## src/core/ssre_defs.vh

```
// offsets, field positions, reset values and timing counts
// shared by the engine; definitions only, no logic
`ifndef SSRE_DEFS_VH
`define SSRE_DEFS_VH

// clock and time units
`define SSRE_CLK_MHZ 20
`define SSRE_MS_IN_US 1000
`define SSRE_MS_CYCLES (`SSRE_MS_IN_US * `SSRE_CLK_MHZ)
// host byte deadlines
`define SSRE_FM_LIMIT_US 27
`define SSRE_MFM_LIMIT_US 13
`define SSRE_FM_LIMIT_CYC (`SSRE_FM_LIMIT_US * `SSRE_CLK_MHZ)
`define SSRE_MFM_LIMIT_CYC (`SSRE_MFM_LIMIT_US * `SSRE_CLK_MHZ)
// recalibrate step limit
`define SSRE_RECAL_MAX_STEPS 9'h100

// register offsets (4-bit address, 8-bit data)
`define SSRE_A_CTRL 4'h0
`define SSRE_A_SECTOR 4'h1
`define SSRE_A_FINAL 4'h2
`define SSRE_A_STRIDE 4'h3
`define SSRE_A_SCAN_ST 4'h4
`define SSRE_A_SCAN_ST0 4'h5
`define SSRE_A_SPECIFY 4'h6
`define SSRE_A_TARGET 4'h7
`define SSRE_A_POSCMD 4'h8
`define SSRE_A_SENSE 4'h9
`define SSRE_A_SENSE_PCN 4'hA
`define SSRE_A_MAIN_ST 4'hB

// control and position command register fields
`define SSRE_CTRL_VAR_LSB 0
`define SSRE_CTRL_BYPASS 2
`define SSRE_CTRL_MFM 3
`define SSRE_CTRL_START 4
`define SSRE_CTRL_DRV_LSB 5
`define SSRE_POSCMD_RECAL 2

// scan variants
`define SSRE_VAR_EQ 2'h0
`define SSRE_VAR_LE 2'h1
`define SSRE_VAR_GE 2'h2

// status bit positions
`define SSRE_ST2_CM 6
`define SSRE_ST2_HIT 3
`define SSRE_ST2_MISS 2
`define SSRE_ST1_OVR 4
`define SSRE_ST0_SE 5
`define SSRE_ST0_EC 4
`define SSRE_ST0_NR 3

// termination codes (status 0 bits 7:6)
`define SSRE_CODE_NORMAL 2'h0
`define SSRE_CODE_ABNORMAL 2'h1
`define SSRE_CODE_READY_CHG 2'h3
`define SSRE_INVALID_ST0 8'h80

// reset values and wildcard byte
`define SSRE_RST_STRIDE 8'h01
`define SSRE_RST_STEP_INTERVAL 4'hF
`define SSRE_MASK_BYTE 8'hFF

`endif

```

## src/core/ssre_engine.v

```verilog
// ssre_engine.v: scan compare engine and four-drive seek/recalibrate stepper
// assumes 20 MHz, same-clock read logic, and pin-level drive and count lines
//
// What this block does
// - each disk byte compared with its host byte per scan variant
// - byte FF on either side always satisfies
// - unsigned compare, 00 smallest, FF largest
// - unmatched sector: sector number plus stride, scan goes on
// - scan stops on a satisfied sector, after final sector, or on terminal count
// - satisfied sector with every byte equal sets scan hit, status 2 bit 3
// - none satisfied through final sector: scan miss, status 2 bit 2
// - terminal count ends scan once current byte is compared
// - hit only if equal; wrong direction or unequal in equal scan: miss
// - deleted mark, no bypass: last sector, control mark, end
// - deleted mark with bypass: skip sector, still control mark
// - stride 01 scans contiguous sectors, 02 alternate ones
// - host byte later than 27/13 us: overrun, abnormal end
// - four present cylinders, cleared only by recalibrate
// - below target step in, direction 1; above, out with 0
// - steps spaced by step interval; arrival sets seek end, interrupt
// - per-drive busy bits set while seeking, cleared only by sense
// - seeks may overlap; host sends nothing else while stepping
// - drive not ready at start or while positioning: not ready, abnormal end
// - first step gap may be short by up to one millisecond
// - recalibrate zeroes cylinder, steps out until track 0 high, seek end
// - track 0 low after 256 steps: seek end, fault, abnormal end
// - step interval F is 1 ms, E is 2 ms, down to 16 ms
// - sense clears interrupt, reports its cause in status 0 bits 7:5
`timescale 1ns/1ps
`include "ssre_defs.vh"

module ssre_engine
#(
  parameter MS_CYCLES = `SSRE_MS_CYCLES
)
(
  input wire clock,
  input wire reset_n,
  input wire [3:0] reg_addr,
  input wire [7:0] reg_wdata,
  input wire reg_wr,
  input wire reg_rd,
  output reg [7:0] reg_rdata,
  input wire [7:0] disk_byte,
  input wire disk_byte_valid,
  input wire disk_sector_start,
  input wire disk_deleted_mark,
  input wire disk_sector_end,
  input wire [7:0] host_byte,
  input wire host_byte_valid,
  output wire host_req,
  input wire terminal_count,
  output reg [7:0] scan_sector,
  output wire scan_active,
  input wire [3:0] drive_ready,
  input wire [3:0] drive_track0,
  output wire [3:0] drive_step,
  output wire [3:0] drive_direction,
  output reg irq
);

  localparam ST_IDLE = 2'b01;
  localparam ST_RUN = 2'b10;

  // pin synchronisers for terminal count
  reg tc_m_q;
  reg tc_s_q;
  always @(posedge clock or negedge reset_n)
  begin
    if (!reset_n)
    begin
      tc_m_q <= 1'b0;
      tc_s_q <= 1'b0;
    end
    else
    begin
      tc_m_q <= terminal_count;
      tc_s_q <= tc_m_q;
    end
  end

  // free-running ms tick; the first step gap may fall short by one tick
  reg [15:0] ms_cnt_q;
  wire ms_tick = (ms_cnt_q == 16'h0000);
  always @(posedge clock or negedge reset_n)
  begin
    if (!reset_n)
      ms_cnt_q <= 16'h0000;
    else if (ms_tick)
      ms_cnt_q <= MS_CYCLES[15:0] - 16'h0001;
    else
      ms_cnt_q <= ms_cnt_q - 16'h0001;
  end

  // register decode strobes
  wire wr_ctrl = reg_wr && (reg_addr == `SSRE_A_CTRL);
  wire wr_sector = reg_wr && (reg_addr == `SSRE_A_SECTOR);
  wire wr_poscmd = reg_wr && (reg_addr == `SSRE_A_POSCMD);
  wire rd_sense = reg_rd && (reg_addr == `SSRE_A_SENSE);

  // software settings
  reg [7:0] final_sector_number;
  reg [7:0] sector_stride;
  reg [3:0] step_interval;
  reg [7:0] target_cylinder;
  always @(posedge clock or negedge reset_n)
  begin
    if (!reset_n)
    begin
      final_sector_number <= 8'h00;
      sector_stride <= `SSRE_RST_STRIDE;
      step_interval <= `SSRE_RST_STEP_INTERVAL;
      target_cylinder <= 8'h00;
    end
    else if (reg_wr)
    begin
      case (reg_addr)
        `SSRE_A_FINAL: final_sector_number <= reg_wdata;
        `SSRE_A_STRIDE: sector_stride <= reg_wdata;
        `SSRE_A_SPECIFY: step_interval <= reg_wdata[3:0];
        `SSRE_A_TARGET: target_cylinder <= reg_wdata;
        default: ;
      endcase
    end
  end

  // step gap in ms: F gives 1, E gives 2, 0 gives 16
  wire [4:0] gap_ms = 5'h10 - {1'b0, step_interval};

  // scan engine
  reg [1:0] scan_state_q;
  reg [1:0] variant_q;
  reg deleted_bypass;
  reg mfm_q;
  reg [1:0] scan_drv_q;
  reg [7:0] disk_hold_q;
  reg pend_q;
  reg [9:0] wait_q;
  reg sec_ok_q;
  reg sec_eq_q;
  reg del_q;
  reg end_q;
  reg tc_seen_q;
  reg scan_hit_flag;
  reg scan_miss_flag;
  reg control_mark_flag;
  reg overrun_q;
  reg scan_nr_q;
  reg [1:0] scan_code_q;
  wire [3:0] rdy_s;

  wire run = scan_state_q[1];
  assign scan_active = run;
  assign host_req = run && pend_q;

  // unsigned byte compare with FF acting as a wildcard
  wire mask = (disk_hold_q == `SSRE_MASK_BYTE) || (host_byte == `SSRE_MASK_BYTE);
  wire b_eq = mask || (disk_hold_q == host_byte);
  wire b_le = mask || (disk_hold_q <= host_byte);
  wire b_ge = mask || (disk_hold_q >= host_byte);
  reg b_sat;
  always @*
  begin
    case (variant_q)
      `SSRE_VAR_LE: b_sat = b_le;
      `SSRE_VAR_GE: b_sat = b_ge;
      default: b_sat = b_eq;
    endcase
  end

  wire [31:0] lim_fm = `SSRE_FM_LIMIT_CYC;
  wire [31:0] lim_mfm = `SSRE_MFM_LIMIT_CYC;
  wire [9:0] limit = mfm_q ? lim_mfm[9:0] : lim_fm[9:0];
  wire take = pend_q && host_byte_valid;
  wire last_sec = (scan_sector == final_sector_number);
  wire start_scan = wr_ctrl && reg_wdata[`SSRE_CTRL_START] && !run;

  // scan sequencing; earliest stop wins
  always @(posedge clock or negedge reset_n)
  begin
    if (!reset_n)
    begin
      scan_state_q <= ST_IDLE;
      variant_q <= `SSRE_VAR_EQ;
      deleted_bypass <= 1'b0;
      mfm_q <= 1'b0;
      scan_drv_q <= 2'h0;
      scan_sector <= 8'h00;
      disk_hold_q <= 8'h00;
      pend_q <= 1'b0;
      wait_q <= 10'h000;
      sec_ok_q <= 1'b1;
      sec_eq_q <= 1'b1;
      del_q <= 1'b0;
      end_q <= 1'b0;
      tc_seen_q <= 1'b0;
      scan_hit_flag <= 1'b0;
      scan_miss_flag <= 1'b0;
      control_mark_flag <= 1'b0;
      overrun_q <= 1'b0;
      scan_nr_q <= 1'b0;
      scan_code_q <= `SSRE_CODE_NORMAL;
    end
    else
    begin
      if (wr_sector && !run)
        scan_sector <= reg_wdata;
      case (scan_state_q)
        ST_IDLE:
        begin
          if (start_scan)
          begin
            variant_q <= reg_wdata[`SSRE_CTRL_VAR_LSB +: 2];
            deleted_bypass <= reg_wdata[`SSRE_CTRL_BYPASS];
            mfm_q <= reg_wdata[`SSRE_CTRL_MFM];
            scan_drv_q <= reg_wdata[`SSRE_CTRL_DRV_LSB +: 2];
            scan_hit_flag <= 1'b0;
            scan_miss_flag <= 1'b0;
            control_mark_flag <= 1'b0;
            overrun_q <= 1'b0;
            pend_q <= 1'b0;
            end_q <= 1'b0;
            tc_seen_q <= 1'b0;
            sec_ok_q <= 1'b1;
            sec_eq_q <= 1'b1;
            del_q <= 1'b0;
            if (!rdy_s[reg_wdata[`SSRE_CTRL_DRV_LSB +: 2]])
            begin
              scan_nr_q <= 1'b1;
              scan_code_q <= `SSRE_CODE_ABNORMAL;
            end
            else
            begin
              scan_nr_q <= 1'b0;
              scan_code_q <= `SSRE_CODE_NORMAL;
              scan_state_q <= ST_RUN;
            end
          end
        end
        ST_RUN:
        begin
          if (tc_s_q)
            tc_seen_q <= 1'b1;
          if (disk_sector_start)
          begin
            del_q <= disk_deleted_mark;
            sec_ok_q <= 1'b1;
            sec_eq_q <= 1'b1;
          end
          if (disk_sector_end)
            end_q <= 1'b1;
          if (disk_byte_valid)
          begin
            disk_hold_q <= disk_byte;
            pend_q <= 1'b1;
            wait_q <= 10'h000;
          end
          if (pend_q && !take)
            wait_q <= wait_q + 10'h001;
          if (pend_q && !take && (wait_q == limit - 10'h001))
          begin
            overrun_q <= 1'b1;
            scan_code_q <= `SSRE_CODE_ABNORMAL;
            pend_q <= 1'b0;
            scan_state_q <= ST_IDLE;
          end
          else if (take)
          begin
            pend_q <= disk_byte_valid;
            if (!b_sat)
              sec_ok_q <= 1'b0;
            if (!b_eq)
              sec_eq_q <= 1'b0;
            if (tc_seen_q || tc_s_q)
              scan_state_q <= ST_IDLE;
          end
          else if (tc_seen_q && !pend_q)
            scan_state_q <= ST_IDLE;
          else if (end_q && !pend_q)
          begin
            end_q <= 1'b0;
            sec_ok_q <= 1'b1;
            sec_eq_q <= 1'b1;
            if (del_q)
              control_mark_flag <= 1'b1;
            if (del_q && !deleted_bypass)
            begin
              // deleted sector counts as the last one
              scan_hit_flag <= sec_ok_q && sec_eq_q;
              scan_miss_flag <= !sec_ok_q;
              scan_state_q <= ST_IDLE;
            end
            else if (sec_ok_q && !del_q)
            begin
              scan_hit_flag <= sec_eq_q;
              scan_state_q <= ST_IDLE;
            end
            else if (last_sec)
            begin
              scan_miss_flag <= 1'b1;
              scan_state_q <= ST_IDLE;
            end
            else
              scan_sector <= scan_sector + sector_stride;
          end
        end
        default: scan_state_q <= ST_IDLE;
      endcase
    end
  end

  // positioning, one unit per drive
  wire [3:0] busy_all;
  wire [3:0] done_pend;
  wire [3:0] rchg_pend;
  wire [3:0] stepping;
  wire [31:0] pcn_all;
  wire [23:0] st0_all;
  wire [3:0] sense_clr;
  reg [1:0] sel;
  reg sel_valid;
  reg sel_rchg;

  genvar i;
  generate
    for (i = 0; i < 4; i = i + 1)
    begin : g_drv
      reg rdy_m_q;
      reg rdy_q;
      reg t0_m_q;
      reg t0_q;
      reg act_q;
      reg recal_q;
      reg step_q;
      reg dir_q;
      reg [4:0] gap_q;
      reg [8:0] cnt_q;
      reg [7:0] tgt_q;
      reg [7:0] present_cylinder;
      reg busy_q;
      reg pend_q;
      reg [1:0] code_q;
      reg se_q;
      reg ec_q;
      reg nr_q;
      reg rdy_prev_q;
      reg rchg_q;
      wire go = wr_poscmd && (reg_wdata[1:0] == i);

      // ready and track 0 arrive from the drive cable
      always @(posedge clock or negedge reset_n)
      begin
        if (!reset_n)
        begin
          rdy_m_q <= 1'b0;
          rdy_q <= 1'b0;
          t0_m_q <= 1'b0;
          t0_q <= 1'b0;
        end
        else
        begin
          rdy_m_q <= drive_ready[i];
          rdy_q <= rdy_m_q;
          t0_m_q <= drive_track0[i];
          t0_q <= t0_m_q;
        end
      end

      // stepper, acts once per ms tick
      always @(posedge clock or negedge reset_n)
      begin
        if (!reset_n)
        begin
          act_q <= 1'b0;
          recal_q <= 1'b0;
          step_q <= 1'b0;
          dir_q <= 1'b0;
          gap_q <= 5'h00;
          cnt_q <= 9'h000;
          tgt_q <= 8'h00;
          present_cylinder <= 8'h00;
          busy_q <= 1'b0;
          pend_q <= 1'b0;
          code_q <= `SSRE_CODE_NORMAL;
          se_q <= 1'b0;
          ec_q <= 1'b0;
          nr_q <= 1'b0;
          rdy_prev_q <= 1'b0;
          rchg_q <= 1'b0;
        end
        else
        begin
          step_q <= 1'b0;
          rdy_prev_q <= rdy_q;
          if (rdy_q != rdy_prev_q)
            rchg_q <= 1'b1;
          else if (sense_clr[i] && sel_rchg)
            rchg_q <= 1'b0;
          if (sense_clr[i] && !sel_rchg)
          begin
            pend_q <= 1'b0;
            busy_q <= 1'b0;
          end
          if (go && !act_q)
          begin
            busy_q <= 1'b1;
            recal_q <= reg_wdata[`SSRE_POSCMD_RECAL];
            tgt_q <= target_cylinder;
            gap_q <= 5'h00;
            cnt_q <= 9'h000;
            se_q <= 1'b0;
            ec_q <= 1'b0;
            nr_q <= 1'b0;
            if (reg_wdata[`SSRE_POSCMD_RECAL])
            begin
              present_cylinder <= 8'h00;
              dir_q <= 1'b0;
            end
            if (!rdy_q)
            begin
              nr_q <= 1'b1;
              se_q <= 1'b1;
              code_q <= `SSRE_CODE_ABNORMAL;
              pend_q <= 1'b1;
            end
            else
              act_q <= 1'b1;
          end
          else if (act_q && ms_tick)
          begin
            if (!rdy_q)
            begin
              nr_q <= 1'b1;
              se_q <= 1'b1;
              code_q <= `SSRE_CODE_ABNORMAL;
              pend_q <= 1'b1;
              act_q <= 1'b0;
            end
            else if (gap_q > 5'h01)
              gap_q <= gap_q - 5'h01;
            else if (recal_q && t0_q)
            begin
              se_q <= 1'b1;
              code_q <= `SSRE_CODE_NORMAL;
              pend_q <= 1'b1;
              act_q <= 1'b0;
            end
            else if (recal_q && (cnt_q == `SSRE_RECAL_MAX_STEPS))
            begin
              se_q <= 1'b1;
              ec_q <= 1'b1;
              code_q <= `SSRE_CODE_ABNORMAL;
              pend_q <= 1'b1;
              act_q <= 1'b0;
            end
            else if (!recal_q && (present_cylinder == tgt_q))
            begin
              se_q <= 1'b1;
              code_q <= `SSRE_CODE_NORMAL;
              pend_q <= 1'b1;
              act_q <= 1'b0;
            end
            else
            begin
              step_q <= 1'b1;
              gap_q <= gap_ms;
              cnt_q <= cnt_q + 9'h001;
              if (recal_q)
                dir_q <= 1'b0;
              else if (present_cylinder < tgt_q)
              begin
                dir_q <= 1'b1;
                present_cylinder <= present_cylinder + 8'h01;
              end
              else
              begin
                dir_q <= 1'b0;
                present_cylinder <= present_cylinder - 8'h01;
              end
            end
          end
        end
      end

      assign drive_step[i] = step_q;
      assign drive_direction[i] = dir_q;
      assign busy_all[i] = busy_q;
      assign done_pend[i] = pend_q;
      assign rchg_pend[i] = rchg_q;
      assign stepping[i] = act_q;
      assign pcn_all[i*8 +: 8] = present_cylinder;
      assign st0_all[i*6 +: 6] = {code_q, se_q, ec_q, nr_q, 1'b0};
      assign rdy_s[i] = rdy_q;
      assign sense_clr[i] = rd_sense && sel_valid && (sel == i);
    end
  endgenerate

  // sense serves the lowest finished drive first, then ready changes
  always @*
  begin
    sel = 2'h0;
    sel_valid = 1'b0;
    sel_rchg = 1'b0;
    if (done_pend[0] || done_pend[1] || done_pend[2] || done_pend[3])
    begin
      sel_valid = 1'b1;
      sel = done_pend[0] ? 2'h0 : done_pend[1] ? 2'h1 : done_pend[2] ? 2'h2 : 2'h3;
    end
    else if (rchg_pend != 4'h0)
    begin
      sel_valid = 1'b1;
      sel_rchg = 1'b1;
      sel = rchg_pend[0] ? 2'h0 : rchg_pend[1] ? 2'h1 : rchg_pend[2] ? 2'h2 : 2'h3;
    end
  end

  // interrupt while an end or ready change is unsensed
  always @(posedge clock or negedge reset_n)
  begin
    if (!reset_n)
      irq <= 1'b0;
    else
      irq <= ((done_pend & ~sense_clr) != 4'h0) ||
             ((rchg_pend & ~sense_clr) != 4'h0);
  end

  // read port, one cycle late; sense reads have side effects
  reg [7:0] sense_pcn_q;
  reg [7:0] sense_st0;
  always @*
  begin
    sense_st0 = `SSRE_INVALID_ST0;
    if (sel_valid && sel_rchg)
      sense_st0 = {`SSRE_CODE_READY_CHG, 4'h0, sel};
    else if (sel_valid)
      sense_st0 = {st0_all[sel*6 +: 6], sel};
  end

  always @(posedge clock or negedge reset_n)
  begin
    if (!reset_n)
    begin
      reg_rdata <= 8'h00;
      sense_pcn_q <= 8'h00;
    end
    else if (reg_rd)
    begin
      case (reg_addr)
        `SSRE_A_CTRL: reg_rdata <= {scan_drv_q, 1'b0, mfm_q, deleted_bypass, run, variant_q};
        `SSRE_A_SECTOR: reg_rdata <= scan_sector;
        `SSRE_A_FINAL: reg_rdata <= final_sector_number;
        `SSRE_A_STRIDE: reg_rdata <= sector_stride;
        `SSRE_A_SCAN_ST: reg_rdata <= {1'b0, control_mark_flag, 1'b0, overrun_q,
                                       scan_hit_flag, scan_miss_flag, 2'h0};
        `SSRE_A_SCAN_ST0: reg_rdata <= {scan_code_q, 1'b0, 1'b0, scan_nr_q, 1'b0, scan_drv_q};
        `SSRE_A_SPECIFY: reg_rdata <= {4'h0, step_interval};
        `SSRE_A_TARGET: reg_rdata <= target_cylinder;
        `SSRE_A_SENSE:
        begin
          reg_rdata <= sense_st0;
          sense_pcn_q <= pcn_all[sel*8 +: 8];
        end
        `SSRE_A_SENSE_PCN: reg_rdata <= sense_pcn_q;
        // stepping tells the host to hold off other commands
        `SSRE_A_MAIN_ST: reg_rdata <= {1'b0, irq, (stepping != 4'h0), run, busy_all};
        default: reg_rdata <= 8'h00;
      endcase
    end
  end

endmodule // ssre_engine

```

## config.mk

```make
export PLATFORM = sky130hd
export DESIGN_NAME = ssre_engine
export DESIGN_NICKNAME = d
export VERILOG_FILES = /design/src/core/ssre_engine.v
export VERILOG_INCLUDE_DIRS = /design/src /design/src/core
export SDC_FILE = /design/constraint.sdc
export NUM_CORES = 1
export LEC_CHECK = 0
export BUFFER_PORTS_ARGS = -buffer_cell sky130_fd_sc_hd__buf_2
export CORE_MARGIN = 2
export CORE_UTILIZATION = 69
export CTS_BUF_LIST = sky130_fd_sc_hd__clkbuf_8
export DETAILED_ROUTE_END_ITERATION = 7
export PLACE_DENSITY = 0.95
export SYNTH_ARGS = -nofsm -noshare
export SYNTH_HDL_FRONTEND = slang
export SYNTH_SLANG_ARGS = --single-unit
```

## constraint.sdc

```tcl
create_clock -name clock -period 5 [get_ports clock]
set_input_delay 0.25 -clock clock [delete_from_list [all_inputs] [get_ports clock]]
set_output_delay 0.25 -clock clock [all_outputs]
set_load 0.01 [all_outputs]
```

### After elaboration in Yosys (flattened, before gate mapping)

Cells that the tools add are included.

* add/subtract/negate cells: 21
* divide/modulo/power cells: 0
* shift-type cells: 2
* reduce and logical (&&, ||, !) cells: 161
* magnitude comparators: 11
* bitwise gates (word level): 3
* multiplexer cells: 441
* eq/ne operators: 119
* multiply operators: 1

Operators by type and width (number)
* 8-bit two-way mux: 48
* 1-bit two-way mux: 268
* 9-bit two-way mux: 28
* 5-bit two-way mux: 28
* 2-bit two-way mux: 50
* 8-bit one-hot mux with 11 select lines: 1
* 2-bit inequality test, second input constant: 38
* 3-bit inequality test, second input constant: 23
* 1-bit logical AND: 54
* 8-bit equality test: 6
* 5-bit AND reduction: 9
* 2-bit nonzero test: 22
* 7-bit AND reduction: 6
* 8-bit AND reduction: 5
* 9-bit by 1-bit adder with 9-bit output, second input constant: 4
* 9-bit equality test, second input constant: 4
* 8-bit by 1-bit adder with 8-bit output, second input constant: 4
* 8-bit less-than comparator: 4
* 4-bit AND reduction: 8
* 32-bit by 6-bit variable part select with 8-bit output: 1
* 8-bit by 1-bit subtractor with 8-bit output, second input constant: 4
* 10-bit two-way mux: 3
* 2-bit AND reduction: 13
* 3-bit AND reduction: 8
* 40 further kinds: 120

* memories: 0
* latch bits: 0
* bits in writable memories: 0
* output and inout bits: 27
* register bits: 298
* memory bits (read-only): 0

### Logic depth before layout (Yosys ltp)

Gate-level depths: netlist of the first run.

* depth after elaboration: 16
* gate-level depth with buffers: 14
* mapped depth without buffers: 14

### Least setup slack after synthesis of the first run

Ideal clock, no wire load.

* path kind: flip-flop to flip-flop
* start point: register ms_cnt_q[3]
* end point: register g_drv[1].present_cylinder[6]
* stages on the path, launching flop included: 12
* data arrival time: 2853 ps
* path slack: 2020 ps
* setup time: 127 ps
* cells stage by stage: dfrtp_1 > or4_1 > buf_2 > or4_4 > buf_6 > or3_1 > buf_2 > or2_1 > buf_6 > buf_2 > nand3_1 > nand3_1

* cells in the longest elaborated chain, start to end: 4

Ends and longest elaborated chain
* from (decl): line ssre_engine.v:83 `reg [15:0] ms_cnt_q;`
* from (signal assigned): line ssre_engine.v:90 `ms_cnt_q <= MS_CYCLES[15:0] - 16'h0001;`
* from (signal assigned): line ssre_engine.v:92 `ms_cnt_q <= ms_cnt_q - 16'h0001;`
* 16-bit logical NOT: line ssre_engine.v:84 `wire ms_tick = (ms_cnt_q == 16'h0000);`
* 1-bit logical AND: line ssre_engine.v:429 `else if (act_q && ms_tick)`
* 2-bit nonzero test (no source line)
* 8-bit AND reduction (no source line)
* to (signal assigned): line ssre_engine.v:473 `present_cylinder <= present_cylinder + 8'h01;`
* to (signal assigned): line ssre_engine.v:478 `present_cylinder <= present_cylinder - 8'h01;`
* to (decl): line ssre_engine.v:339 `reg [7:0] present_cylinder;`

No other way between the ends.
A chain may end at the register's enable or synchronous reset.

### Worst setup path in the final report of the first run

* start point: register ms_cnt_q[3]
* end point: register g_drv[3].gap_q[0]

* cells in the longest elaborated chain, start to end: 4

Ends and longest elaborated chain
* 16-bit logical NOT: line ssre_engine.v:84
* 1-bit logical AND: line ssre_engine.v:429
* 2-bit nonzero test (no source line)
* 5-bit AND reduction (no source line)
* to (signal assigned): line ssre_engine.v:440 `gap_q <= gap_q - 5'h01;`
* to (signal assigned): line ssre_engine.v:466 `gap_q <= gap_ms;`
* to (decl): line ssre_engine.v:336 `reg [4:0] gap_q;`

No other way between the ends.

==> results.toml, run 1 <==
[critical_path]
cp_slowest_cell = "nor3_1"
cp_max_fo = 8
path_cells = "or4_1, nor3_1, nand2_1, nor3b_1, mux2i_1, a21oi_1"
critical_path_arrival_ns = 4.02
cp_data_required_time_ns = 5.42
critPathKind = "reg -> reg"
crit_path_max_incr_delay_ns = 0.73
worst_setup_path_end_kind = "register"
worst_setup_path_start_kind = "register"

[timing]
timing.fmax_ghz = 0.277
setup_viol = 0
layout_min_cycle_time_ns = 3.60
tightestPinTransition_ns = 1.23
slew_headroom_pct = 18.1
fin_crit_sh_pct = 72.1
drv_slew = 0
hold_viol = 0
tns_ns = 0
skew_ns = 0.0321
rsz0062_at_grt = "no"

[route]
drc = 1
wl_per_cell_microns = 21.1
vias = 15300
final_antenna_net_count = 0
via_per_inst = 6.75
routed_wl_mm = 47.9
firstDrtPassIters = 8
drt_iter0_markers = 2085

[placed_design]
io_buffers = 72
dpl-instance-area_sq_um = 17500
dpl.hpwl_mm = 31.6
place.gp.congestion = 0.982

[global_routing]
first_global_vias = 14800
track_usage_pct = 36.9
grt_start_max_net_pins = 140
antenna_found_initial = 0
gr-total-overflow = 0
grt_pass1_wl_mm = 76.4

[logic_synthesis]
synth_edf_count = 0
syn_nets = 1966
yosysSeqAreaShare_pct = 43.5
synth_cells = 1821
synth_top_area_cell = "dfrtp_1"
ys.flop_type = "dfrtp_1"
ys_warn_count = 0
netlist_top_cells_area = "dfrtp_1 42%, ha_1 7.0%, nand2_1 4.4%"
ys_seq_elements = 293
synth_async_sr_flop_share_pct = 100
netlist_area_sq_um = 16900
avgSynthCellArea_sq_um = 9.28
synth_top_area_share_pct = 42.2
post-synth-top-count-cell = "dfrtp_1"
ys_types = 80
synth_commonest_cells = "285 x dfrtp_1, 196 x nand2_1, 132 x nor2_1, 128 x o21ai_0, 120 x inv_1"

[final_layout]
fin_area_sq_um = 18800
antenna_cells = 0
final_nets = 2046
syn2layout_area_growth_pct = 11.2
drive_gt1_share_pct = 13.4

[clock_tree]
clk_latency_ns = 0.60
cts_resized = 0
cts_setup_buffers = 0
cts-buffers-inserted = 50
h-tree-depth = 2
ctsLongestPathBuffers = 3
cts_tree = "built"
clock-sinks = 293
clockRootBuffer = "clkbuf_8"
path_clk_slew_ns = 0.06
cts_hold_buf = 21

[power]
cellPowerDensity_nw_per_um2 = 446
p_leak_nw = 8.43
peakVddDrop_mv = 0.256

[flow_run]
cap_violations = 0

[floorplan]
pin_count = 73
core_sq_um = 24200
chipHeight_microns = 160
die-area_sq_um = 25800
dieWidth_microns = 160
initial_utilization_pct = 69.9
rows = 57

[outcome]
status = "finished, violations left"
violations = "DRC"

[worst_hold_path]
hp-class = "in -> reg"
## worst max-delay path: cells and delay by family (launching register included)
family | cells | cell delay (ns)
AND/OR/NAND/NOR | 4 | 2.56
flip-flops | 1 | 0.41
multiplexers | 1 | 0.34
AO/OA/AOI/OAI | 1 | 0.13
## worst paths after layout
path	endpoint	depth (start not counted)	from	slack [ns]
max	g_drv[3].gap_q[0]	6	ms_cnt_q[3]	1.40
min	reg_rdata[1]	2	reg_rd	0.01
max reg2reg	g_drv[3].gap_q[0]	6	ms_cnt_q[3]	1.40
min reg2reg	g_drv[3].t0_q	0	g_drv[3].t0_m_q	0.35
max in group asynchronous	reg_rdata[2]	3	reset_n	3.22
min in group asynchronous	disk_hold_q[5]	2	reset_n	0.33
## cell type report
type                    instances  area [sq um]
repair buffers                104           676
multi-input cells            1331          8790
fillers                      1449          5400
clock buffers                  71           977
inverters                     121           454
well taps                     324           405
flip-flops and latches        293          7340
clock inverters                23           133
## per-stage QoR
stage	power, mW	hold slack, ns	instances	util, %	setup slack [ns]
2_1_floorplan	5.06	-0.0456	1821	-	2.02
3_3_place_gp	5.68	0.332	2152	72.2	1.70
3_5_place_dp	5.89	0.335	2152	72.2	1.57
4_1_cts	8.27	0.00118	2267	77.7	1.50
5_1_grt	8.80	0.0455	2267	77.7	1.14
6_report	8.38	0.0130	2267	77.7	1.40
## power by group
part / total (mW) / internal, mW / switching [mW]
Sequential: 3.36 / 2.80 / 0.561
Clock: 2.34 / 1.31 / 1.02
Combinational: 2.68 / 1.13 / 1.55
Total: 8.38 / 5.24 / 3.14
## layout by cell type (no fill, tap or decap), types with 24 or more instances in the layout
cell,n
dfrtp_1,285
nand2_1,196
inv_1,132
nor2_1,132
o21ai_0,128
nand3_1,97
ha_1,94
a21oi_1,87
clkbuf_8,71
buf_2,71
mux2_2,59
xor2_1,49
nand4_1,42
nor3_1,38
mux2i_1,37
xnor2_1,32
nor4_1,25
nor2b_1,24
## flip-flops by register name, summed over array words and instances (netlist names), 8 cells and up
| register | flops |
|---|---|
| g_drv.tgt_q | 32 |
| reg_rdata | 8 |
| scan_sector | 8 |
| sense_pcn_q | 8 |
| g_drv.cnt_q | 36 |
| sector_stride | 8 |
| final_sector_number | 8 |
| wait_q | 10 |
| g_drv.gap_q | 20 |
| g_drv.present_cylinder | 32 |
| ms_cnt_q | 16 |
| disk_hold_q | 8 |
| target_cylinder | 8 |
## kinds of logic (layout without fill, tap and decap cells)
group | after synthesis | in the layout | synth area share, %
buf+inv | 197 | 319 | 4.67
simple gates | 666 | 666 | 19.4
xor+xnor | 81 | 81 | 4.20
mux | 98 | 98 | 6.39
compound gates | 387 | 387 | 14.3
flops | 293 | 293 | 43.5
fa+ha+maj | 99 | 99 | 7.55
## metal layers
metal	routed length (microns)	global-route usage [%]	vias to the layer above
met1	18200	48.0	7342
met3	4940	7.49	250
met4	2680	18.7	0
met5	0	0	-
met2	22100	59.3	1046
li1	-	-	6656
Note: power is estimated with default switching activity, not from simulation.
==> inputs of run 2 (changes only) <==
Settings changed: CORE_UTILIZATION 69 to 64, PLACE_DENSITY 0.95 to 0.92.
Clock period 5 ns to 3.7 ns, I/O delays scaled along.
==> results.toml, run 2 (same netlist as run 1, synthesis figures left out) <==
[outcome]
status = "finished clean"

[timing]
skew_ns = 0.0244
hold_viol = 0
worst_slack_ns = 0.357
setup_viol = 0
drv_slew = 0
fin_crit_sh_pct = 90.3
tightestPinTransition_ns = 0.938
rsz0062_at_grt = "no"
slew_headroom_pct = 36.9
timing.fmax_ghz = 0.299
tns_ns = 0
layout_min_cycle_time_ns = 3.34
hold_slack_ns = 0.0125

[clock_tree]
cts_tree = "built"
cts_hold_buf = 27
cts_setup_buffers = 0
ctsLongestPathBuffers = 3
cts-buffers-inserted = 49
h-tree-depth = 2
path_clk_slew_ns = 0.06
cts_resized = 0
clockRootBuffer = "clkbuf_8"
clock-sinks = 293
clk_latency_ns = 0.59

[final_layout]
final_common_cell = "dfrtp_1"
reg.largest.list = "g_drv.cnt_q: 36 flops, g_drv.present_cylinder: 32 flops, g_drv.tgt_q: 32 flops"
final_cell_mix = "285 x dfrtp_1, 196 x nand2_1, 134 x inv_1"
final_nets = 2064
drive_gt1_share_pct = 13.7
utilization_pct = 72.8
largest-register = "g_drv.cnt_q"
largest_reg_flops = 36
syn2layout_area_growth_pct = 12.0
fill_cells = 1738

[route]
wl_per_cell_microns = 20.2
firstDrtPassIters = 7
drc = 0
final_antenna_net_count = 0
vias = 15000
drt_iter0_markers = 2133
routed_wl_mm = 46.4
via_per_inst = 6.54

[floorplan]
core_sq_um = 26000
initial_utilization_pct = 65.0
chipHeight_microns = 166
die-area_sq_um = 27700
rows = 59
dieWidth_microns = 166
pin_count = 73

[critical_path]
worst_setup_path_start_kind = "register"
cp_data_required_time_ns = 4.21
cp_max_fo = 8
worst_setup_path_end_kind = "register"
critPathKind = "reg -> reg"
critical_path_arrival_ns = 3.85

[placed_design]
place.gp.congestion = 0.941
dp_slack_ns = 0.510
io_buffers = 72
dpl.hpwl_mm = 31.8

[global_routing]
grtUsageMet2_pct = 53.4
antenna_found_initial = 1
grt_pass1_wl_mm = 76.0
first_global_vias = 14800
track_usage_pct = 33.6
grt_start_max_net_pins = 114
grt.busiest_layer = "met2"
met3_usage_pct = 8.06
grtUsageMet1_pct = 43.3
gr-total-overflow = 0

[power]
power_mw = 11.1
cellPowerDensity_nw_per_um2 = 588
p_leak_nw = 8.50
peakVddDrop_mv = 0.448

[worst_hold_path]
hp-class = "in -> reg"

[flow_run]
cap_violations = 0
[run 2: changes by cell type in the layout (fill, tap and decap cells not counted)]
| cell | before | now |
|---|---|---|
| buf_12 | 1 | 3 |
| buf_4 | 10 | 21 |
| clkbuf_8 | 71 | 66 |
| clkinvlp_4 | 0 | 3 |
| diode_2 | 0 | 1 |
| dlygate4sd3_1 | 21 | 27 |
| inv_1 | 132 | 134 |
| inv_6 | 2 | 0 |
[run 2: layout make-up]
type | count | area [sq um] | share of cell area, %
multi-input combinational | 1331 | 8790 | 46.5
antenna | 1 | 2.50 | 0.0132
timing repair buffer | 123 | 858 | 4.54
clock inverter | 26 | 145 | 0.767
inverter | 121 | 454 | 2.40
tap | 335 | 419 | 2.21
clock buffer | 66 | 908 | 4.80
sequential | 293 | 7340 | 38.8
[run 2: worst paths after layout]
kind / from / end / slack (ns) / cells after the start
max reg2reg: g_drv[2].present_cylinder[6] / g_drv[2].present_cylinder[7] / 0.36 / 12
min reg2reg: g_drv[1].rdy_m_q / g_drv[1].rdy_q / 0.34 / 0
max in group asynchronous: reset_n / sector_stride[0] / 2.51 / 3
min: host_byte_valid / wait_q[0] / 0.01 / 4
min in group asynchronous: reset_n / disk_hold_q[7] / 0.26 / 2
max: g_drv[2].present_cylinder[6] / g_drv[2].present_cylinder[7] / 0.36 / 12
[run 2: critical path, stage by stage, from the launching register on]
cell and delay [ns]:
dfrtp_1 0.45, ha_1 0.36, a21oi_1 0.14, nand2_1 0.07, a21o_1 0.19, or2_2 0.37, ha_1 0.30, a21oi_1 0.24
o221ai_1 0.22, o41ai_1 0.37, o21ai_0 0.21, a21oi_1 0.18, a2bb2oi_1 0.17
[run 2: metrics by stage]
stage	area [sq um]	instances
floorplan	16900	1821
global route	18900	2296
CTS	18900	2295
global placement	17600	2176
detailed placement	17600	2176
finish	18900	2296
[run 2: power breakdown]
part	total [mW]	internal (mW)	switching [mW]
clock	3.04	1.67	1.38
combinational	3.58	1.54	2.04
sequential	4.51	3.78	0.731
[run 2: metal layers]
metal / share of wire, % / vias to the layer above
li1: - / 6694
met1: 38 / 7217
met2: 46 / 893
met3: 10 / 208
met4: 5.3 / 0
met5: 0 / -
==> inputs of run 3 (changes only) <==
Settings changed: CORE_UTILIZATION 64 to 69, PLACE_DENSITY 0.92 to 0.95.
Clock period 3.7 ns to 3.85 ns, I/O delays scaled along.
==> results.toml, run 3 (same netlist as run 1, synthesis figures left out) <==
[outcome]
status = "finished, violations left"
violations = "DRC"

[final_layout]
drive_gt1_share_pct = 13.4
reg.largest.list = "g_drv.cnt_q: 36 flops, g_drv.present_cylinder: 32 flops, g_drv.tgt_q: 32 flops"
final_common_cell = "dfrtp_1"
final_cell_count_no_fill = 2275
largest_reg_flops = 36
largest-register = "g_drv.cnt_q"
utilization_pct = 77.8
fill_cells = 1425
final_nets = 2060
final_cell_mix = "285 x dfrtp_1, 196 x nand2_1, 132 x inv_1, 132 x nor2_1, 128 x o21ai_0"
syn2layout_area_growth_pct = 11.4

[timing]
slew_headroom_pct = 12.5
worst_slack_ns = 0.363
drv_slew = 0
hold_slack_ns = 0.0167
skew_ns = 0.0591
timing.fmax_ghz = 0.287
tns_ns = 0
tightestPinTransition_ns = 1.31
layout_min_cycle_time_ns = 3.49
fin_crit_sh_pct = 90.6
hold_viol = 0
rsz0062_at_grt = "no"
setup_viol = 0

[placed_design]
dp_slack_ns = 0.646
dpl.hpwl_mm = 32.2
place.gp.congestion = 0.990
dp.cells = 2162
io_buffers = 72

[critical_path]
worst_setup_path_end_kind = "register"
critical_path_arrival_ns = 4.01
worst_setup_path_start_kind = "register"
critPathKind = "reg -> reg"
cp_data_required_time_ns = 4.37
cp_max_fo = 8

[flow_run]
cap_violations = 0

[clock_tree]
cts_resized = 0
ctsLongestPathBuffers = 3
clockRootBuffer = "clkbuf_8"
cts-buffers-inserted = 47
clk_latency_ns = 0.60
h-tree-depth = 2
cts_tree = "built"
cts_hold_buf = 27
cts_setup_buffers = 0
clock-sinks = 293
path_clk_slew_ns = 0.07

[route]
drc = 2
via_per_inst = 6.75
firstDrtPassIters = 8
final_antenna_net_count = 0
vias = 15400
routed_wl_mm = 48.5
wl_per_cell_microns = 21.3
drt_iter0_markers = 2224

[global_routing]
first_global_vias = 15200
grt_start_max_net_pins = 93
grt_pass1_wl_mm = 78.5
antenna_found_initial = 2
gr-total-overflow = 0
track_usage_pct = 37.9

[floorplan]
initial_utilization_pct = 69.9
pin_count = 73
chipHeight_microns = 160
rows = 57
dieWidth_microns = 160
core_sq_um = 24200
die-area_sq_um = 25800

[power]
peakVddDrop_mv = 0.306
cellPowerDensity_nw_per_um2 = 570
p_leak_nw = 8.44

[worst_hold_path]
hp-class = "in -> reg"
==> run 3: cell count changes in the layout (fill, tap and decap cells not counted), sizes merged <==
| cell | change |
|---|---|
| clkbuf | -7 |
| buf | -2 |
| inv | -2 |
| bufinv | +1 |
==> run 3: path summary, 6_finish.rpt <==
| check | startpoint | endpoint | slack (ns) | depth (start not counted) |
|---|---|---|---|---|
| min in group asynchronous | reset_n | disk_hold_q[0] | 0.19 | 2 |
| worst min register to register | g_drv[2].t0_m_q | g_drv[2].t0_q | 0.35 | 0 |
| worst max register to register | g_drv[3].present_cylinder[1] | g_drv[3].present_cylinder[7] | 0.36 | 12 |
| worst min-delay path | reg_wdata[3] | final_sector_number[3] | 0.02 | 2 |
| max in group asynchronous | reset_n | scan_sector[2] | 2.49 | 3 |
| worst max-delay path | g_drv[3].present_cylinder[1] | g_drv[3].present_cylinder[7] | 0.36 | 12 |
==> run 3: final cells by class <==
class	count	area [sq um]	share of cell area (%)
Multi-Input combinational cell	1331	8790	46.7
Sequential cell	293	7340	39.0
Timing Repair Buffer	121	841	4.47
Clock buffer	59	812	4.31
Inverter	121	454	2.41
Tap cell	324	405	2.15
Clock inverter	25	168	0.891
Antenna cell	1	2.50	0.0133
==> run 3: worst max-delay path, stage by stage, from the launching register on <==
cell	delay, ns
dfrtp_1	0.43
ha_1	0.33
nor2b_1	0.15
o211ai_1	0.14
a21boi_0	0.17
or2_2	0.44
ha_1	0.30
a21oi_1	0.16
o221ai_1	0.17
o41ai_1	0.49
o21ai_0	0.26
a21oi_1	0.20
a2bb2oi_1	0.16
==> run 3: metrics by stage <==
step	instance area, sq um	power, mW
after global routing	18800	11.2
after floorplan	16900	6.57
after global placement	17600	7.38
final	18800	10.7
after CTS	18800	10.5
after detailed placement	17600	7.65
==> run 3: report_power, final <==
group / switching (mW) / internal, mW / leakage (nW)
combinational: 2.09 / 1.48 / 4.52
sequential: 0.713 / 3.63 / 3.37
clock: 1.29 / 1.52 / 0.548
total: 4.09 / 6.63 / 8.44
==> run 3: per-layer routing <==
layer	track usage (%)	share of wire, %	vias up
met5	0	0.039	-
met4	21.0	6.5	2
met3	8.29	11	305
met2	60.7	46	1134
met1	48.5	37	7224
li1	-	-	6699
